File: src/pcst_pkg.sv
/*
 Package for the power control slot timer: chip counts, positions and carriers.
 Assumes a chip strobe from the receiver, aligned to the received downlink frame.
*/
package pcst_pkg;
  localparam int unsigned SLOT_CHIPS = 2560;
  localparam int unsigned SLOTS_PER_FRAME = 15;
  localparam int unsigned UL_FRAME_OFFSET_CHIPS = 1024;
  localparam int unsigned TPC_AFTER_PILOT_CHIPS = 512;
  localparam logic [11:0] SLOT_LAST = 12'h9ff;
  localparam logic [3:0] FRAME_LAST_SLOT = 4'he;
  localparam logic [11:0] UL_OFFSET = 12'h400;
  localparam logic [11:0] TPC_GAP = 12'h200;
  localparam logic [11:0] CHIP_ZERO = 12'h000;
  localparam logic [3:0] SLOT_ZERO = 4'h0;
  localparam logic [11:0] DL_PILOT_END_DEFAULT = 12'h9ff;
  localparam logic [11:0] UL_PILOT_START_DEFAULT = 12'h000;
  localparam logic [7:0] SIR_ZERO = 8'h00;
  localparam logic [11:0] CHIP_STEP = 12'h001;
  localparam logic [3:0] SLOT_STEP = 4'h1;
  localparam logic [11:0] UL_EDGE_CHIP = 12'h3ff;
  localparam logic [11:0] UL_CHIP_AT_FRAME = 12'h600;
  localparam logic [11:0] TPC_COUNT_LAST = 12'h1fe;

  typedef struct packed {
    logic chip_stb;
    logic dl_frame_start;
    logic dl_tpc_valid;
    logic dl_tpc_up;
    logic sir_valid;
    logic [7:0] signal_to_interference_ratio;
    logic [7:0] sir_target;
  } pcst_in_t;

  typedef struct packed {
    logic ul_frame_start;
    logic ul_pilot_start;
    logic ul_tpc_field_start;
    logic ul_tpc_up;
    logic power_step;
    logic power_step_up;
  } pcst_out_t;
endpackage

File: src/pcst_timer.sv
/*
 Power control slot timer for the terminal end of a dedicated channel.
 Assumes all inputs are synchronous to SYS_CLK_I and that IN_I.chip_stb pulses once per chip.
*/
`timescale 1ns/100ps
module pcst_timer (
  input wire logic SYS_CLK_I,
  input wire logic RESETN_I,
  input wire pcst_pkg::pcst_in_t IN_I,
  input wire logic [11:0] DL_PILOT_END_I,
  input wire logic [11:0] UL_PILOT_START_I,
  output pcst_pkg::pcst_out_t OUT_O,
  output logic [11:0] CHIP_O,
  output logic [3:0] SLOT_O
);
  import pcst_pkg::*;

  // Timing overview, in chips of the received downlink slot:
  //   Chip 0 of slot 0 is set by the frame start strobe.
  //   Uplink slot boundary sits at downlink chip 1024, uplink chip 0.
  //   Uplink frame start is that boundary in downlink slot 0.
  //   Uplink pilot start is a programmable uplink chip index.
  //   Command field start is 512 chips past the last downlink pilot chip.
  // Counters move on chip strobes only, so a slow strobe stretches
  // every position in clock cycles but not in chips.
  // Outputs are registered: every pulse shows one clock after the
  // strobe that reaches its position, together with the new chip index.
  // Hazards handled here:
  //   Command and pilot in one cycle: the command waits one slot.
  //   A second command before the pilot: the newer one replaces it.
  //   Frame start during a running field count: the count is dropped,
  //   since positions before and after the realignment do not match.
  //   Strobe in a frame start cycle: ignored, the frame start wins.
  // Limitation: pilot positions are levels; changing one while running
  //   can skip or repeat a pilot start in that slot.
  // Limitation: the uplink counter is only valid after a frame start;
  //   before the first one no strobe is expected.
  // Trade-off: the field count runs in chips from the pilot end
  //   instead of comparing chip indices, so a wrap needs no modulo.

  typedef struct packed {
    // Downlink position
    logic [11:0] chip;
    logic [3:0] slot;

    // Uplink position
    logic [11:0] ul_chip;

    // Command field count
    logic [11:0] tpc_cnt;
    logic tpc_armed;

    // Pending received command and own decision
    logic pend;
    logic pend_up;
    logic ul_tpc_up;

    // Registered outputs
    pcst_out_t out;
  } pcst_state_t;

  pcst_state_t st;
  pcst_state_t next_st;

  // Qualified events of this cycle
  logic frame_restart;
  logic chip_tick;
  logic dl_slot_end;
  logic dl_frame_end;
  logic ul_slot_edge;
  logic ul_slot_end;
  logic ul_pilot_hit;
  logic pilot_end_hit;
  logic tpc_due;
  logic step_now;
  logic sir_low;

  // Incremented copies of the counters, and the next uplink chip
  logic [11:0] chip_inc;
  logic [3:0] slot_inc;
  logic [11:0] ul_chip_inc;
  logic [11:0] tpc_cnt_inc;
  logic [11:0] ul_chip_next;

  // A strobe in a frame start cycle is dropped: realignment wins
  assign frame_restart = IN_I.dl_frame_start;
  assign chip_tick = IN_I.chip_stb && !IN_I.dl_frame_start;

  // Downlink slot and frame boundaries
  assign dl_slot_end = (st.chip == SLOT_LAST);
  assign dl_frame_end = (st.slot == FRAME_LAST_SLOT);
  assign chip_inc = st.chip + CHIP_STEP;
  assign slot_inc = st.slot + SLOT_STEP;

  // Uplink slot phase trails the downlink one by the fixed offset
  assign ul_slot_edge = (st.chip == UL_EDGE_CHIP);
  assign ul_slot_end = (st.ul_chip == SLOT_LAST);
  assign ul_chip_inc = st.ul_chip + CHIP_STEP;

  // Downlink chip 0 lies this far into the uplink slot, so pilot
  // positions are right from the first strobe after a frame start
  assign ul_chip_next = frame_restart ? UL_CHIP_AT_FRAME :
    !chip_tick ? st.ul_chip :
    (ul_slot_edge || ul_slot_end) ? CHIP_ZERO :
    ul_chip_inc;

  // Only a chip strobe can reach a new pilot position
  assign ul_pilot_hit = chip_tick && (ul_chip_next == UL_PILOT_START_I);

  // Pilot end arms the field count
  assign pilot_end_hit = chip_tick && (st.chip == DL_PILOT_END_I);
  assign tpc_cnt_inc = st.tpc_cnt + CHIP_STEP;
  assign tpc_due = chip_tick && !pilot_end_hit && st.tpc_armed &&
    (st.tpc_cnt == TPC_COUNT_LAST);

  // Only a command already pending before this cycle is applied
  assign step_now = ul_pilot_hit && st.pend;

  // Any estimator interval is fine; only the latest estimate counts
  assign sir_low = (IN_I.signal_to_interference_ratio < IN_I.sir_target);

  always_comb begin
    next_st = st;

    // Pulses last one cycle
    next_st.out.ul_frame_start = 1'b0;
    next_st.out.ul_pilot_start = 1'b0;
    next_st.out.ul_tpc_field_start = 1'b0;
    next_st.out.power_step = 1'b0;

    // Power decision from the measured ratio
    if (IN_I.sir_valid) begin
      next_st.ul_tpc_up = sir_low;
    end

    // Received command waits for the uplink pilot; newest command wins
    if (IN_I.dl_tpc_valid) begin
      next_st.pend = 1'b1;
      next_st.pend_up = IN_I.dl_tpc_up;
    end

    // Downlink chip and slot counters
    if (frame_restart) begin
      next_st.chip = CHIP_ZERO;
      next_st.slot = SLOT_ZERO;
    end else if (chip_tick) begin
      if (dl_slot_end) begin
        next_st.chip = CHIP_ZERO;
        if (dl_frame_end) begin
          next_st.slot = SLOT_ZERO;
        end else begin
          next_st.slot = slot_inc;
        end
      end else begin
        next_st.chip = chip_inc;
      end
    end

    // Uplink chip counter and frame start
    next_st.ul_chip = ul_chip_next;
    if (chip_tick && ul_slot_edge && (st.slot == SLOT_ZERO)) begin
      next_st.out.ul_frame_start = 1'b1;
    end

    // Uplink pilot start and the power change it carries
    if (ul_pilot_hit) begin
      next_st.out.ul_pilot_start = 1'b1;
    end
    if (step_now) begin
      next_st.out.power_step = 1'b1;
      next_st.out.power_step_up = st.pend_up;
      // A command arriving in this same cycle stays for the next pilot
      next_st.pend = IN_I.dl_tpc_valid;
    end

    // Uplink command field
    if (frame_restart) begin
      // A realigned frame invalidates a running field count
      next_st.tpc_armed = 1'b0;
      next_st.tpc_cnt = CHIP_ZERO;
    end else if (pilot_end_hit) begin
      next_st.tpc_armed = 1'b1;
      next_st.tpc_cnt = CHIP_ZERO;
    end else if (chip_tick && st.tpc_armed) begin
      next_st.tpc_cnt = tpc_cnt_inc;
    end
    if (tpc_due) begin
      next_st.tpc_armed = 1'b0;
      next_st.out.ul_tpc_field_start = 1'b1;
      next_st.out.ul_tpc_up = st.ul_tpc_up;
    end
  end

  // Asynchronous assert; release is expected synchronous upstream
  always_ff @(posedge SYS_CLK_I or negedge RESETN_I) begin
    if (!RESETN_I) begin
      st <= '0;
    end else begin
      st <= next_st;
    end
  end

  // All outputs straight from the state register
  assign OUT_O = st.out;
  assign CHIP_O = st.chip;
  assign SLOT_O = st.slot;
endmodule

File: config.mk
export PLATFORM = sky130hd
export DESIGN_NAME = pcst_timer
export DESIGN_NICKNAME = d
export VERILOG_FILES = /design/src/pcst_pkg.sv /design/src/pcst_timer.sv
export SDC_FILE = /design/constraint.sdc
export NUM_CORES = 1
export LEC_CHECK = 0
export ABC_CLOCK_PERIOD_IN_PS = 3200
export BUFFER_PORTS_ARGS = -buffer_cell sky130_fd_sc_hd__buf_2
export CORE_UTILIZATION = 45
export DETAILED_ROUTE_END_ITERATION = 7
export GPL_ROUTABILITY_DRIVEN = 0
export GPL_TIMING_DRIVEN = 1
export MAX_ROUTING_LAYER = met4
export PLACE_DENSITY_LB_ADDON = 0.05
export SLEW_MARGIN = 0
export SYNTH_ARGS = -nofsm -noshare
export SYNTH_HDL_FRONTEND = slang
export SYNTH_SLANG_ARGS = --single-unit
File: constraint.sdc
create_clock -name SYS_CLK_I -period 3.2 [get_ports SYS_CLK_I]
set_input_delay 0.64 -clock SYS_CLK_I [delete_from_list [all_inputs] [get_ports SYS_CLK_I]]
set_output_delay 0.64 -clock SYS_CLK_I [all_outputs]
set_load 0.02 [all_outputs]
; Word level (Yosys, flattened, before mapping)
; Index checks and enable logic that the tools add are counted.
[classes]
n_addsub = 4
n_lt_le_gt_ge = 1
n_eq_ne = 7
n_mux = 19
reduce_logical = 20
[ops]
columns = op, n
row1 = two-way mux 12 bit, 6
row2 = adder 12 x 1 -> 12 bit (second input constant), 3
row3 = two-way mux 16 bit, 2
row4 = equality test 12 bit, 2
row5 = equality test 12 bit (second input constant), 2
row6 = two-way mux 13 bit, 1
row7 = equality test 12 x 10 -> 1 bit (second input constant), 1
row8 = equality test 12 x 9 -> 1 bit (second input constant), 1
row9 = logical AND 1 bit, 10
row10 = < comparator 8 bit, 1
row11 = two-way mux 4 bit, 2
row12 = two-way mux 2 bit, 3
row13 = nonzero test 2 bit, 3
row14 = nonzero test 3 bit, 2
row15 = two-way mux 1 bit, 5
row16 = adder 4 x 1 -> 4 bit (second input constant), 1
row17 = equality test 4 bit (second input constant), 1
row18 = logical NOT 4 bit, 1
row19 = logical NOT 1 bit, 2
row20 = AND reduction 2 bit, 1
row21 = logical OR 1 bit, 1
[word_totals]
reg_bits = 50
in_bits = 47
output_inout_bits = 22
word_cells = 65

; Logic depth before layout (Yosys ltp)
[logic_depth]
word_depth = 9
depth_mapped = 10
mapped_depth_nobuf = 9

; Least setup slack after synthesis
; OpenSTA, ideal clock, no wires.
[synth_path]
kind = input-to-reg
from = in IN_I[19] (netlist name)
to = reg st (netlist bit OUT_O[0])
arrival_ns = 2.527
t_required_ns = 3.072
path_slack_ns = 0.546
path_stages = 9
path_cell_list = nand2b_1 > buf_2 > o21ai_0 > nand4_1 > a21boi_0 > o21ai_1 > a2111o_1 > nor4_2 > mux2_1
[synth_via]
elab_chain_len = 7
[synth_lines]
columns = element, line
row1 = "start, declared", pcst_timer.sv:9  ; input wire pcst_pkg::pcst_in_t IN_I,
row2 = logical NOT 1 bit, pcst_timer.sv:87  ; assign chip_tick = IN_I.chip_stb && !IN_I.dl_frame_start;
row3 = logical AND 1 bit, pcst_timer.sv:87
row4 = two-way mux 12 bit, pcst_timer.sv:103  ; !chip_tick ? st.ul_chip :
row5 = two-way mux 12 bit, pcst_timer.sv:102  ; assign ul_chip_next = frame_restart ? UL_CHIP_AT_FRAME :
row6 = equality test 12 bit, pcst_timer.sv:108  ; assign ul_pilot_hit = chip_tick && (ul_chip_next == UL_PILOT_START_I);
row7 = logical AND 1 bit (*), pcst_timer.sv:108
row8 = logical AND 1 bit (*), pcst_timer.sv:117  ; assign step_now = ul_pilot_hit && st.pend;
row9 = "end signal, assigned", pcst_timer.sv:199  ; st <= next_st;
row10 = "end, declared", pcst_timer.sv:62  ; pcst_state_t st;
; Mark *: on every way between the ends. The rest lies on a longest branch, timed or not.
; A chain may end at the register's enable or synchronous reset.

; Final worst setup path
[layout_path]
from = reg st (netlist bit CHIP_O[1])
to = reg st (netlist bit OUT_O[0])
[layout_via]
elab_chain_len = 8
[layout_lines]
columns = element, line
row1 = equality test 12 x 10 -> 1 bit, pcst_timer.sv:96  ; assign ul_slot_edge = (st.chip == UL_EDGE_CHIP);
row2 = logical OR 1 bit, pcst_timer.sv:104  ; (ul_slot_edge || ul_slot_end) ? CHIP_ZERO :
row3 = two-way mux 12 bit, pcst_timer.sv:104
row4 = two-way mux 12 bit, pcst_timer.sv:103
row5 = two-way mux 12 bit, pcst_timer.sv:102
row6 = equality test 12 bit, pcst_timer.sv:108
row7 = logical AND 1 bit, pcst_timer.sv:108
row8 = logical AND 1 bit, pcst_timer.sv:117
; Every way passes these cells.

==> reports/metrics.yaml <==
placement:
  port-buffer-count: 68
  preCtsSetupSlack_ns: 0.233
  dp_hpwl_um: 5880
  dpl.cell_count: 526
  placed_area_um2: 3810
clock_tree:
  htree_num_levels: 2
  clock_sinks: 50
  clkTransAtPathRegs_ns: 0.10
  cts_hold_buf: 0
  numCtsBuffers: 5
  cts-root-buf: "clkbuf_8"
  post-cts-setup-buffer-count: 0
  cts_buffer_depth: 2
  cts_tree: "built"
  clk_latency_ns: 0.30
  ctsResizeCount: 0
floorplan:
  die_y_um: 89.9
  core_um2: 7370
  dieArea_um2: 8080
  io_pins: 69
  die_w_um: 89.9
  rows: 31
  initial_core_util: 0.471
pwr:
  finalPower_mw: 1.27
  power_frac_seq: 0.513
  clock_power_share: 0.358
  combPwrFrac: 0.129
  p_int_mw: 0.950
  ir_worst_vdd_mv: 0.140
  leakage_nw: 1.87
  p_sw_mw: 0.319
  pwr_density_cell_nw_per_um2: 323
  swShare: 0.251
critical_path:
  path_cells: "ha_1 -> nor4bb_2 -> a41oi_1 -> a21boi_0 -> buf_4 -> a311oi_1 -> a311o_1 -> nand2_1 -> nor4_2 -> mux2_1"
  path_class: "flop to flop"
  cp.required_ns: 3.39
  crit_path_end_kind: "flop"
  startpoint_type: "flop"
  slowest_stage: "dfrtp_1"
  cp_max_fo: 5
  critPathMaxStageDelay_ns: 0.48
  critical_path_arrival_ns: 3.20
routing:
  first_pass_iters: 4
  drt_iter0_markers: 122
  post_drt_wl_per_cell_um: 14.4
  wirelength_um: 7670
  ant_nets: 0
  vias_per_cell: 5.26
  dr_total_vias: 2810
  drc: 0
logic_synthesis:
  synth.top_cell.area_share: 0.360
  synth.area.top_cells: "dfrtp_1, xnor2_1, xor2_1"
  synth_top_cell_by_area: "dfrtp_1"
  ys_seq_elements: 50
  ys_types: 57
  ys.flop_type: "dfrtp_1"
  ys_warn_count: 0
  syn_area_um2: 3470
  async_reset_ff_frac: 1.00
  post_synth.cell_area_avg_um2: 9.14
  syn_nets: 441
  synth_edf_count: 0
  synthCells: 380
  synth-seq-area-share: 0.360
sta:
  fin_ws_ns: 0.193
  tns_ns: 0
  fmax_mhz: 333
  rsz0062_at_grt: "false"
  finalCritPeriodShare: 0.940
  fin_skew_ns: 0.00492
  finalSetupViolCount: 0
  timing.hold.ws_ns: 0.350
  hold_viol_final: 0
  period_needed_ns: 3.01
  worst_pin_slew_ns: 0.656
  final_max_slew_viol_count: 0
  relSlewSlack: 0.563
layout:
  antenna_cells: 0
  final_area_um2: 3930
  nNetsFinal: 495
  layout_commonest_cell: "buf_2"
  drive_gt1_frac: 0.239
  fillers: 720
  fin_util: 0.533
  area.growth.synth_to_final_pct: 13.0
  fin_cells: 534
  final_cell_mix: "buf_2, dfrtp_1, nor2_1"
flow_run:
  maxCapViolCount: 0
outcome:
  outcome: "finished, final reports clean"
min_path:
  hold_class: "input pin to asynchronous set/reset pin"
global_routing:
  grt_usage: 0.203
  grt_pass1_wl_um: 13000
  grt_pass1_vias: 2671
  grt_max_degree: 29
  gr-total-overflow: 0
  grt_antenna_before_repair: 0
-- Yosys cell counts, drive strengths merged (2+ instances only) --
| cell | instances |
|---|---|
| nand2 | 28 |
| nor4 | 5 |
| nor2b | 4 |
| a31oi | 3 |
| xnor2 | 31 |
| buf | 26 |
| or3 | 5 |
| xor2 | 21 |
| and4 | 3 |
| and3 | 10 |
| a21o | 6 |
| o21ai | 13 |
| nand2b | 6 |
| and2 | 3 |
| nand3 | 11 |
| nor4b | 3 |
| ha | 14 |
| inv | 15 |
| nor2 | 45 |
| clkbuf | 7 |
| dfrtp | 50 |
| a21boi | 2 |
| xnor3 | 2 |
| a31o | 2 |
| o21bai | 2 |
| nand3b | 4 |
| a311oi | 2 |
| mux2 | 5 |
| nor3 | 10 |
| nand4 | 15 |
| nor3b | 2 |
| a211oi | 2 |
| a21oi | 10 |
-- worst paths after layout --
check                                           start                    end  slack, ns  cells after the start
worst max-delay path            CHIP_O[1]$_DFFE_PN0P_   OUT_O[0]$_DFFE_PN0P_       0.19                     10
worst min-delay path                         RESETN_I     st[16]$_DFFE_PN0P_       0.35                      1
worst max register to register  CHIP_O[1]$_DFFE_PN0P_   OUT_O[0]$_DFFE_PN0P_       0.19                     10
worst min register to register   OUT_O[2]$_DFFE_PN0P_   OUT_O[2]$_DFFE_PN0P_       0.51                      1
max in group asynchronous                    RESETN_I  CHIP_O[2]$_DFFE_PN0P_       2.21                      2
min in group SYS_CLK_I           OUT_O[2]$_DFFE_PN0P_   OUT_O[2]$_DFFE_PN0P_       0.51                      1
-- kinds of logic after synthesis --
logic type	Yosys count	share of synthesized area
mux	6	0.0191
fa+ha+maj	14	0.0504
xor+xnor	54	0.144
compound gates	51	0.0990
flops	50	0.360
simple gates	157	0.249
buf+inv	48	0.0785
-- layout make-up --
class	count	area (um2)	area share
clock buffer	5	68.8	0.0175
clock inverter	3	43.8	0.0112
inverter	15	56.3	0.0143
multi-input combinational	282	1950	0.497
sequential	50	1250	0.319
tap	99	124	0.0316
timing repair buffer	80	430	0.110
-- registers in the layout (all words and copies together) (netlist names) --
register  cells
SLOT_O        4
st           28
OUT_O         6
CHIP_O       12
-- worst max-delay path, delay by kind of cell, from the launching register on --
kind                       cells  cell delay, ns
DFF                            1            0.48
and+or+nand+nor                3            0.79
buffers and inverters          1            0.19
muxes                          1            0.35
adders and majority gates      1            0.23
AOI/OAI and AO/OA              4            0.85
-- power groups by stage --
| stage | registers (mW) | clock network, mW | logic (mW) |
|---|---|---|---|
| after floorplan | 0.662 | 0 | 0.0899 |
| final | 0.651 | 0.454 | 0.163 |
| after detailed placement | 0.664 | 0 | 0.166 |
| after global placement | 0.664 | 0 | 0.164 |
| after global routing | 0.653 | 0.497 | 0.184 |
| after CTS | 0.651 | 0.475 | 0.166 |
-- routing by layer --
layer | track usage | vias to the layer above | share of wire
met2 | 0.319 | 41 | 0.47
met1 | 0.282 | 1360 | 0.50
met3 | 0.0271 | 5 | 0.028
li1 | - | 1404 | -
met4 | 0.0430 | 0 | 0.0042
met5 | - | - | 0
(Power assumes the default switching activity.)
